===== src/hw/wtr_pkg.sv =====
package wtr_pkg;

  // Channel-local register offsets.
  localparam logic [7:0] WTR_OFS_CTRL = 8'h08;
  localparam logic [7:0] WTR_OFS_VALUE = 8'h09;

  // Field positions.
  localparam int WTR_ENABLE_BIT = 6;
  localparam int WTR_DIR_BIT = 5;
  localparam int WTR_INDEX_LSB = 0;
  localparam int WTR_PULSE_MSB = 3;

  // Template size and widths.
  localparam int WTR_INDEX_W = 5;
  localparam int WTR_SAMPLE_W = 7;
  localparam int WTR_DEPTH = 19;
  localparam logic [4:0] WTR_LAST_INDEX = 5'h12;

  // Reset values.
  localparam logic [7:0] WTR_CTRL_RST = 8'h00;
  localparam logic [6:0] WTR_VALUE_RST = 7'h00;
  localparam logic [6:0] WTR_SAMPLE_RST = 7'h00;

  typedef enum logic {
    WTR_DIR_WRITE,
    WTR_DIR_READ
  } wtr_dir_e;

  typedef struct packed {
    logic reserved;
    logic enable;
    wtr_dir_e dir;
    logic [4:0] index;
  } wtr_ctrl_s;

  typedef struct packed {
    logic [7:0] addr;
    logic [7:0] wrData;
    logic wrStrobe;
    logic rdStrobe;
  } wtr_bus_s;

endpackage


===== src/hw/wtr_access.sv =====
// The strobed register port and the address map were chosen for this implementation.
`timescale 1ns/1ps
// Behaviour
// - Enable, direction, index and sample fields take effect only while the pulse-shape select has its top bit set.
// - The access enable resets to 0 (disabled) and writing 1 enables template access for this channel.
// - Direction 0 writes sample data into the template memory and direction 1 reads it back out.
// - Direction resets to write, so an access without touching it stores data.
// - Bits 6 to 0 of the value register read back the template entry at the index only in enabled read access, else the last value written.
// - The sample value field only changes when software writes a new value.
module wtr_access
  import wtr_pkg::*;
#(
  parameter int DEPTH = WTR_DEPTH,
  parameter int SAMPLE_W = WTR_SAMPLE_W
) (
  // Clock and reset.
  input wire logic mclk,
  input wire logic sys_rst,
  // Register port.
  input wire logic [7:0] regAddr,
  input wire logic [7:0] regWrData,
  input wire logic regWrStrobe,
  input wire logic regRdStrobe,
  output logic [7:0] regRdData,
  // Pulse-shape selection from the shared pulse register.
  input wire logic [3:0] pulseShapeSelect,
  // Transmit side template fetch.
  input wire logic [4:0] txSampleIndex,
  output logic [SAMPLE_W-1:0] txSample,
  // Access state for the transmit shaper.
  output logic accessActive
);

  ////////////////////////////////////////////////////////////////////////////
  wtr_bus_s bus;
  wtr_ctrl_s ctrl_r;
  wtr_ctrl_s ctrl_nxt;
  logic [SAMPLE_W-1:0] value_r;
  logic [SAMPLE_W-1:0] value_nxt;
  logic [DEPTH-1:0][SAMPLE_W-1:0] ramMem_r;
  logic [DEPTH-1:0][SAMPLE_W-1:0] ramMem_nxt;
  logic [7:0] rdData_r;
  logic [7:0] rdData_nxt;
  logic [SAMPLE_W-1:0] txSample_r;
  logic [SAMPLE_W-1:0] txSample_nxt;
  logic active_r;
  logic active_nxt;
  logic userShape;
  logic accessGate;
  logic indexValid;
  logic ctrlWrite;
  logic valueWrite;
  logic ramStore;
  logic [SAMPLE_W-1:0] ramAtIndex;

  assign bus = '{addr: regAddr, wrData: regWrData, wrStrobe: regWrStrobe, rdStrobe: regRdStrobe};
  assign regRdData = rdData_r;
  assign txSample = txSample_r;
  assign accessActive = active_r;

  ////////////////////////////////////////////////////////////////////////////
  // Decode.
  always_comb begin
    userShape = pulseShapeSelect[WTR_PULSE_MSB];
    indexValid = ctrl_r.index <= WTR_LAST_INDEX;
    ctrlWrite = bus.wrStrobe && (bus.addr == WTR_OFS_CTRL);
    valueWrite = bus.wrStrobe && (bus.addr == WTR_OFS_VALUE);
    // The select and enable gate directly as well, because accessActive lags them by a cycle.
    accessGate = active_r && userShape && ctrl_r.enable;
    // A store happens on the sample write itself, so the value written is the value stored.
    ramStore = valueWrite && accessGate && (ctrl_r.dir == WTR_DIR_WRITE) && indexValid;
    ramAtIndex = indexValid ? ramMem_r[ctrl_r.index] : WTR_SAMPLE_RST;
  end

  ////////////////////////////////////////////////////////////////////////////
  // Control and value registers.
  always_comb begin
    ctrl_nxt = ctrl_r;
    value_nxt = value_r;
    active_nxt = userShape && ctrl_r.enable;
    if (ctrlWrite) begin
      ctrl_nxt = wtr_ctrl_s'(bus.wrData);
      ctrl_nxt.reserved = 1'b0;
    end
    if (valueWrite) begin
      value_nxt = bus.wrData[SAMPLE_W-1:0];
    end
  end

  always_ff @(posedge mclk or posedge sys_rst) begin
    if (sys_rst) begin
      ctrl_r <= wtr_ctrl_s'(WTR_CTRL_RST);
      value_r <= WTR_VALUE_RST;
      active_r <= 1'b0;
    end else begin
      ctrl_r <= ctrl_nxt;
      value_r <= value_nxt;
      active_r <= active_nxt;
    end
  end

  ////////////////////////////////////////////////////////////////////////////
  // Template memory, one entry per generate step.
  genvar gi;
  generate
    for (gi = 0; gi < DEPTH; gi++) begin : gEntry
      assign ramMem_nxt[gi] = (ramStore && (ctrl_r.index == 5'(gi))) ?
                              bus.wrData[SAMPLE_W-1:0] : ramMem_r[gi];
    end
  endgenerate

  always_ff @(posedge mclk or posedge sys_rst) begin
    if (sys_rst) begin
      ramMem_r <= '0;
    end else begin
      ramMem_r <= ramMem_nxt;
    end
  end

  ////////////////////////////////////////////////////////////////////////////
  // Read data and transmit fetch.
  always_comb begin
    // Read data fall back to zero between reads, so a stale answer is never taken twice.
    rdData_nxt = 8'h00;
    if (bus.rdStrobe && (bus.addr == WTR_OFS_CTRL)) begin
      rdData_nxt = ctrl_r;
    end else if (bus.rdStrobe && (bus.addr == WTR_OFS_VALUE)) begin
      // The read-back path leaves the held value untouched, so a later value read outside read access still returns it.
      if (accessGate && (ctrl_r.dir == WTR_DIR_READ)) begin
        rdData_nxt = {1'b0, ramAtIndex};
      end else begin
        rdData_nxt = {1'b0, value_r};
      end
    end
    // Out-of-range fetches return zero rather than wrapping onto a real entry.
    txSample_nxt = (txSampleIndex <= WTR_LAST_INDEX) ? ramMem_r[txSampleIndex] : WTR_SAMPLE_RST;
  end

  always_ff @(posedge mclk or posedge sys_rst) begin
    if (sys_rst) begin
      rdData_r <= 8'h00;
      txSample_r <= WTR_SAMPLE_RST;
    end else begin
      rdData_r <= rdData_nxt;
      txSample_r <= txSample_nxt;
    end
  end

  ////////////////////////////////////////////////////////////////////////////
  // Checks.
  // Internal terms are named in the checks, so that a failure points at the stage that broke.
  AST_STORE: assert property (@(posedge mclk) disable iff (sys_rst)
    ramStore |=> ramMem_r[$past(ctrl_r.index)] == $past(bus.wrData[SAMPLE_W-1:0]))
    else $error("Sample write did not reach the template memory.");

  AST_NO_USER_SHAPE: assert property (@(posedge mclk) disable iff (sys_rst)
    !userShape |=> $stable(ramMem_r))
    else $error("Template memory changed without the user shape selected.");

  AST_ENABLE_GATE: assert property (@(posedge mclk) disable iff (sys_rst)
    (ctrl_r.enable && userShape) |=> active_r)
    else $error("Access not active with enable and user shape set.");

  AST_DIR_READ_NO_STORE: assert property (@(posedge mclk) disable iff (sys_rst)
    (ctrl_r.dir == WTR_DIR_READ) && (ctrl_nxt.dir == WTR_DIR_READ) |=> $stable(ramMem_r))
    else $error("Template memory written in the read direction.");

  AST_CTRL_RESET: assert property (@(posedge mclk)
    sys_rst |=> (ctrl_r == wtr_ctrl_s'(WTR_CTRL_RST)) || sys_rst)
    else $error("Control fields not at their defaults after reset.");

  AST_BAD_INDEX: assert property (@(posedge mclk) disable iff (sys_rst)
    (ctrl_r.index > WTR_LAST_INDEX) && !ctrlWrite |=> $stable(ramMem_r))
    else $error("Out-of-range index changed the template memory.");

  AST_VALUE_HELD: assert property (@(posedge mclk) disable iff (sys_rst)
    !valueWrite |=> $stable(value_r))
    else $error("Sample value changed without a write.");

  AST_READBACK: assert property (@(posedge mclk) disable iff (sys_rst)
    (bus.rdStrobe && (bus.addr == WTR_OFS_VALUE) && accessGate && (ctrl_r.dir == WTR_DIR_READ) && indexValid)
    |=> regRdData == {1'b0, $past(ramAtIndex)})
    else $error("Enabled read did not return the template entry.");

  AST_CTRL_READ: assert property (@(posedge mclk) disable iff (sys_rst)
    (bus.rdStrobe && (bus.addr == WTR_OFS_CTRL)) |=> regRdData == $past(ctrl_r))
    else $error("Control read-back mismatch.");

  AST_ACTIVE_NEEDS_SHAPE: assert property (@(posedge mclk) disable iff (sys_rst)
    !userShape |=> !active_r)
    else $error("Access active although the user shape was not selected.");

  AST_READ_NEEDS_SHAPE: assert property (@(posedge mclk) disable iff (sys_rst)
    (bus.rdStrobe && (bus.addr == WTR_OFS_VALUE) && !userShape) |=> regRdData == {1'b0, $past(value_r)})
    else $error("Template entry returned without the user shape selected.");

  AST_DISABLED_NO_STORE: assert property (@(posedge mclk) disable iff (sys_rst)
    !ctrl_r.enable |=> $stable(ramMem_r))
    else $error("Template memory changed with the access disabled.");

  AST_ACTIVE_DROP: assert property (@(posedge mclk) disable iff (sys_rst)
    !ctrl_r.enable |=> !active_r)
    else $error("Access still active after the enable was cleared.");

  AST_CTRL_LOAD: assert property (@(posedge mclk) disable iff (sys_rst)
    ctrlWrite |=> ctrl_r == {1'b0, $past(regWrData[6:0])})
    else $error("Control write did not load the control fields.");

  AST_CTRL_HELD: assert property (@(posedge mclk) disable iff (sys_rst)
    !ctrlWrite |=> $stable(ctrl_r))
    else $error("Control fields changed without a control write.");

  AST_CTRL_RESERVED: assert property (@(posedge mclk) disable iff (sys_rst)
    !ctrl_r.reserved)
    else $error("Reserved control bit is set.");

  AST_VALUE_LOAD: assert property (@(posedge mclk) disable iff (sys_rst)
    valueWrite |=> value_r == $past(regWrData[SAMPLE_W-1:0]))
    else $error("Sample write did not load the value register.");

  AST_VALUE_READ: assert property (@(posedge mclk) disable iff (sys_rst)
    (bus.rdStrobe && (bus.addr == WTR_OFS_VALUE) && !(accessGate && (ctrl_r.dir == WTR_DIR_READ)))
    |=> regRdData == {1'b0, $past(value_r)})
    else $error("Value read did not return the held sample value.");

  AST_VALUE_RESET: assert property (@(posedge mclk)
    sys_rst |=> (value_r == WTR_VALUE_RST) || sys_rst)
    else $error("Sample value not at its default after reset.");

  AST_READ_DIR_STORE_OFF: assert property (@(posedge mclk) disable iff (sys_rst)
    (ctrl_r.dir == WTR_DIR_READ) |-> !ramStore)
    else $error("Store requested in the read direction.");

  AST_STORE_NEEDS_VALID_INDEX: assert property (@(posedge mclk) disable iff (sys_rst)
    !indexValid |-> !ramStore)
    else $error("Store requested with an index outside the template.");

  AST_STORE_NEEDS_ACTIVE: assert property (@(posedge mclk) disable iff (sys_rst)
    !accessActive |-> !ramStore)
    else $error("Store requested while the access was not active.");

  AST_STORE_NEEDS_SHAPE: assert property (@(posedge mclk) disable iff (sys_rst)
    !userShape |-> !ramStore)
    else $error("Store requested without the user shape selected.");

  AST_MEM_RESET: assert property (@(posedge mclk)
    sys_rst |=> (ramMem_r == '0) || sys_rst)
    else $error("Template memory not cleared by reset.");

  AST_TX_OUT_OF_RANGE: assert property (@(posedge mclk) disable iff (sys_rst)
    (txSampleIndex > WTR_LAST_INDEX) |=> txSample == WTR_SAMPLE_RST)
    else $error("Out-of-range fetch did not return zero.");

  AST_TX_LAST: assert property (@(posedge mclk) disable iff (sys_rst)
    (txSampleIndex == WTR_LAST_INDEX) |=> txSample == $past(ramMem_r[WTR_LAST_INDEX]))
    else $error("Fetch of the last entry returned the wrong sample.");

  AST_TX_FIRST: assert property (@(posedge mclk) disable iff (sys_rst)
    (txSampleIndex == 5'h00) |=> txSample == $past(ramMem_r[0]))
    else $error("Fetch of the first entry returned the wrong sample.");

  AST_READ_IDLE: assert property (@(posedge mclk) disable iff (sys_rst)
    !bus.rdStrobe |=> regRdData == 8'h00)
    else $error("Read data not zero outside a read answer.");

  AST_UNMAPPED_READ: assert property (@(posedge mclk) disable iff (sys_rst)
    (bus.rdStrobe && (bus.addr != WTR_OFS_CTRL) && (bus.addr != WTR_OFS_VALUE))
    |=> regRdData == 8'h00)
    else $error("Unmapped read returned nonzero data.");

  AST_READ_OUT_OF_RANGE: assert property (@(posedge mclk) disable iff (sys_rst)
    (bus.rdStrobe && (bus.addr == WTR_OFS_VALUE) && accessGate && (ctrl_r.dir == WTR_DIR_READ) && !indexValid)
    |=> regRdData == 8'h00)
    else $error("Read beyond the template returned nonzero data.");

  AST_READ_DATA_ONE_CYCLE: assert property (@(posedge mclk) disable iff (sys_rst)
    !$past(regRdStrobe) |-> regRdData == 8'h00)
    else $error("Read data stood longer than one cycle.");

  AST_RDDATA_BIT7: assert property (@(posedge mclk) disable iff (sys_rst)
    !regRdData[7])
    else $error("Bit 7 of the read data is set.");

  // Each entry may change only through a store aimed at its own index, which catches a decode that spills.
  generate
    for (gi = 0; gi < DEPTH; gi++) begin : gEntryCheck
      AST_ENTRY_ISOLATED: assert property (@(posedge mclk) disable iff (sys_rst)
        !(ramStore && (ctrl_r.index == 5'(gi))) |=> $stable(ramMem_r[gi]))
        else $error("A template entry changed without a store to its index.");
    end
  endgenerate

  COV_STORE: cover property (@(posedge mclk) disable iff (sys_rst) ramStore);
  COV_READBACK: cover property (@(posedge mclk) disable iff (sys_rst)
    bus.rdStrobe && (bus.addr == WTR_OFS_VALUE) && accessGate && (ctrl_r.dir == WTR_DIR_READ));
  COV_LAST_ENTRY: cover property (@(posedge mclk) disable iff (sys_rst)
    ramStore && (ctrl_r.index == WTR_LAST_INDEX));
  COV_HELD_READ: cover property (@(posedge mclk) disable iff (sys_rst)
    bus.rdStrobe && (bus.addr == WTR_OFS_VALUE) && (ctrl_r.dir == WTR_DIR_WRITE));
  COV_BLOCKED_WRITE: cover property (@(posedge mclk) disable iff (sys_rst)
    valueWrite && !ramStore);

endmodule


===== config.mk =====
export PLATFORM = sky130hd
export DESIGN_NAME = wtr_access
export DESIGN_NICKNAME = d
export VERILOG_FILES = /design/src/hw/wtr_pkg.sv /design/src/hw/wtr_access.sv
export SDC_FILE = /design/constraint.sdc
export NUM_CORES = 1
export LEC_CHECK = 0
export ABC_CLOCK_PERIOD_IN_PS = 5900
export BUFFER_PORTS_ARGS = -buffer_cell sky130_fd_sc_hd__buf_2
export CAP_MARGIN = 0
export CORE_UTILIZATION = 50
export CTS_CLUSTER_SIZE = 10
export DETAILED_ROUTE_END_ITERATION = 6
export GPL_TIMING_DRIVEN = 0
export MAX_ROUTING_LAYER = met4
export PLACE_DENSITY = 0.67
export SLEW_MARGIN = 25
export SYNTH_ARGS = -nofsm -noshare
export SYNTH_HDL_FRONTEND = slang
export SYNTH_SLANG_ARGS = --single-unit
export TNS_END_PERCENT = 10

===== constraint.sdc =====
create_clock -name mclk -period 5.9 [get_ports mclk]
set_input_delay 0.59 -clock mclk [delete_from_list [all_inputs] [get_ports mclk]]
set_output_delay 0.59 -clock mclk [all_outputs]
set_load 0.05 [all_outputs]

==> results.sh <==
export IMPL_status="finished, final reports clean"
export IMPL_r2r_start="ctrl_r[1]"
export IMPL_crit_buf_inv=2
export IMPL_cts_max_path_buffers=2
export IMPL_maxCapViolCount=0
export IMPL_drc=0
export IMPL_multiInputGateArea_um2=4140
export IMPL_cts_tree="built"
export IMPL_pwr_share_comb_pct=6.5
export IMPL_setup_worst_path_start="ctrl_r[1]"
export IMPL_p_per_area_nw_per_um2=262
export IMPL_seq_area_um2=4050
export IMPL_crit_path_cell_trace="buf_2, buf_1, nand2b_1, nor3_2, mux2_2"
export IMPL_syn_nets=621
export IMPL_synthFlopType="dfrtp_1"
export IMPL_grt_max_degree=103
export IMPL_vias=5592
export IMPL_ios=45
export IMPL_crit_type="flip-flop to flip-flop"
export IMPL_htreeDepth=4
export IMPL_maxSlewViolCount=0
export IMPL_ctsResizeCount=0
export IMPL_die_h_um=132
export IMPL_setup_viol=0
export IMPL_fin_crit_ns=2.99
export IMPL_slew_headroom_pct=28.8
export IMPL_grt_overflow=0
export IMPL_hpwlAfterDp_um=16300
export IMPL_yosysWarnings=0
export IMPL_dr_pass1_iters=5
export IMPL_syn_to_final_growth_pct=13.6
export IMPL_synthArstFlopShare_pct=100
export IMPL_die_area_um2=17300
export IMPL_p_sw_w=0.000584
export IMPL_coreArea_um2=16100
export IMPL_seqPwrFrac_pct=44.7
export IMPL_viasPerCell=6.35
export IMPL_postCtsSetupRepairBufs=0
export IMPL_hold_path_class="primary input to asynchronous set/reset pin"
export IMPL_finalPower_w=0.00250
export IMPL_fmax_ghz=0.334
export IMPL_drtIter0Drc=480
export IMPL_drive_above_1_share_pct=45.2
export IMPL_arrival_ns=3.31
export IMPL_worst_slack_ns=2.91
export IMPL_power_internal_w=0.00192
export IMPL_cp_slowest_cell="nor3_2"
export IMPL_clkPwrFrac_pct=48.8
export IMPL_syn_avg_cell_area_um2=14.2
export IMPL_cp_start_kind="flip-flop"
export IMPL_clk_latency_ns=0.43
export IMPL_rsz0062_at_grt="false"
export IMPL_worst_clock_skew_ns=0.00544
export IMPL_cp_slowest_stage_delay_ns=0.91
export IMPL_nNetsFinal=678
export IMPL_reg2regPathDepth=5
export IMPL_grtUsageTotal_pct=29.5
export IMPL_fill_cells=1305
export IMPL_crit_required_ns=6.21
export IMPL_postCtsHoldBufs=0
export IMPL_synth_seq_cells=162
export IMPL_netlist_instances=592
export IMPL_p_leak_nw=4.31
export IMPL_start_util_pct=52.1
export IMPL_portBuffers=37
export IMPL_ant_nets=0
export IMPL_endpoint_kind="flip-flop"
export IMPL_yosysSeqAreaShare_pct=48.3
export IMPL_reg2reg_to="ramMem_r[99]"
export IMPL_synth_cell_type_count=40
export IMPL_wire_per_inst_um=26.7
export IMPL_die_w_um=132
export IMPL_path_depth=5
export IMPL_gp_congestion=0.930
export IMPL_clkTransAtPathRegs_ns=0.06
export IMPL_cts_root_buffer="clkbuf_16"
export IMPL_worstMarginPinSlew_ns=1.06
export IMPL_rows=46
export IMPL_hold_slack_ns=0.170
export IMPL_antenna_found_initial=2
export IMPL_grt_pass1_vias=5835
export IMPL_min_period_over_period_pct=50.8
export IMPL_cts_buffers=17
export IMPL_postRouteWirelength_um=23500
export IMPL_regToRegSetupSlack_ns=2.91
export IMPL_synth_edff_count=0
export IMPL_synth_cell_area_um2=8390
export IMPL_crit_family="simple AND/OR/NAND/NOR gates"
export IMPL_path_max_fanout=10
export IMPL_post_place_ws_ns=2.68
export IMPL_p_sw_share_pct=23.4
export IMPL_crit_end="ramMem_r[99]"
export IMPL_ir_drop_v=0.000222
export IMPL_clock_sinks=162
export IMPL_grt_pass1_wl_um=36000
export IMPL_hold_violations=0
[metal layers]
layer | wire, um | track usage [%] | share of wire [%] | vias up
li1 | - | - | - | 2367
met1 | 10100 | 38.8 | 43 | 2971
met2 | 11000 | 43.6 | 47 | 211
met3 | 1600 | 8.06 | 6.8 | 43
met4 | 760 | 11.6 | 3.2 | 0
met5 | 0 | - | 0 | -
[synthesized netlist by cell type (2+ instances only)]
cell type	instances	area, um^2
nor2_4	2	22.5
a21oi_1	14	70.1
mux4_2	55	1240
nand2b_1	6	37.5
nand3_1	3	15.0
nand2_1	24	90.1
buf_1	7	26.3
buf_2	12	60.1
o211ai_1	7	52.6
nand3b_1	2	15.0
nor3_2	6	60.1
clkbuf_1	29	109
o221ai_1	7	61.3
o22a_1	6	52.6
or3_1	2	12.5
dfrtp_1	162	4050
nor2_1	14	52.6
o21ai_0	6	30.0
nor2b_1	12	75.1
or2_2	3	18.8
nor3_1	4	20.0
mux2_2	147	1660
nand4_1	10	62.6
mux2i_1	35	350
nor4_2	2	25.0
[registers in the layout, indices dropped and copies added, names as in the netlist]
register      count
ramMem_r        133
ctrl_r            7
regRdData         7
txSample          7
value_r           7
accessActive      1
[per-stage QoR]
stage	area [um^2]	TNS, ns	cells	utilization (%)
after floorplan	8390	0	592	-
after global placement	8840	-110.17	845	54.9
after detailed placement	8880	0	846	55.1
after CTS	9520	0	878	59.1
after global routing	9530	0	880	59.2
final	9530	0	880	59.2
[power by group through the flow]
stage          Combinational, W  Sequential [W]  Clock (W)
4_1_cts                0.000163         0.00112    0.00123
3_5_place_dp           0.000162         0.00114          0
2_1_floorplan         0.0000989         0.00114          0
5_1_grt                0.000175         0.00112    0.00128
3_3_place_gp           0.000156         0.00114          0
6_report               0.000163         0.00112    0.00122
[worst min-delay path by stage]
stage / from / end / cells after the start
3_3_place_gp: value_r[5] / value_r[5] / 1
5_1_grt: sys_rst / value_r[4] / 2
6_report: sys_rst / value_r[4] / 2
4_1_cts: sys_rst / value_r[4] / 2
3_5_place_dp: value_r[6] / value_r[6] / 1
2_1_floorplan: value_r[0] / value_r[0] / 1
[logic make-up after synthesis]
family          synth area share [%]
mux                             38.7
buf+inv                         2.46
compound gates                  3.55
simple gates                    6.95
flops                           48.3
other cells                   0.0447
[layout by cell type, fill, tap and decap left out, types with 5 or more instances in the layout]
cell,netlist,routed
dfrtp_1,162,162
mux2_2,147,147
mux4_2,55,55
buf_2,12,49
mux2i_1,35,35
clkbuf_1,29,32
nand2_1,24,24
clkbuf_16,0,17
nor2_1,14,14
a21oi_1,14,14
nor2b_1,12,12
nand4_1,10,10
buf_1,7,7
o211ai_1,7,7
o221ai_1,7,7
nand2b_1,6,6
nor3_2,6,6
o22a_1,6,6
o21ai_0,6,6
bufinv_16,0,5
[worst reg2reg max path: cells and delay by family (launching register included)]
family / cells / cell delay (ns)
simple gates: 2 / 1.24
buf+inv: 2 / 0.90
mux: 1 / 0.43
flops: 1 / 0.31
[area by class of cell]
type / instances / share of cell area (%)
multi-input combinational: 380 / 43.4
antenna: 2 / 0.0525
inverter: 1 / 0.118
buffer: 49 / 2.13
timing repair buffer: 38 / 2.23
sequential: 162 / 42.5
clock inverter: 12 / 2.14
clock buffer: 20 / 4.58
tap: 216 / 2.83
Note: power is estimated with default switching activity, not from simulation.
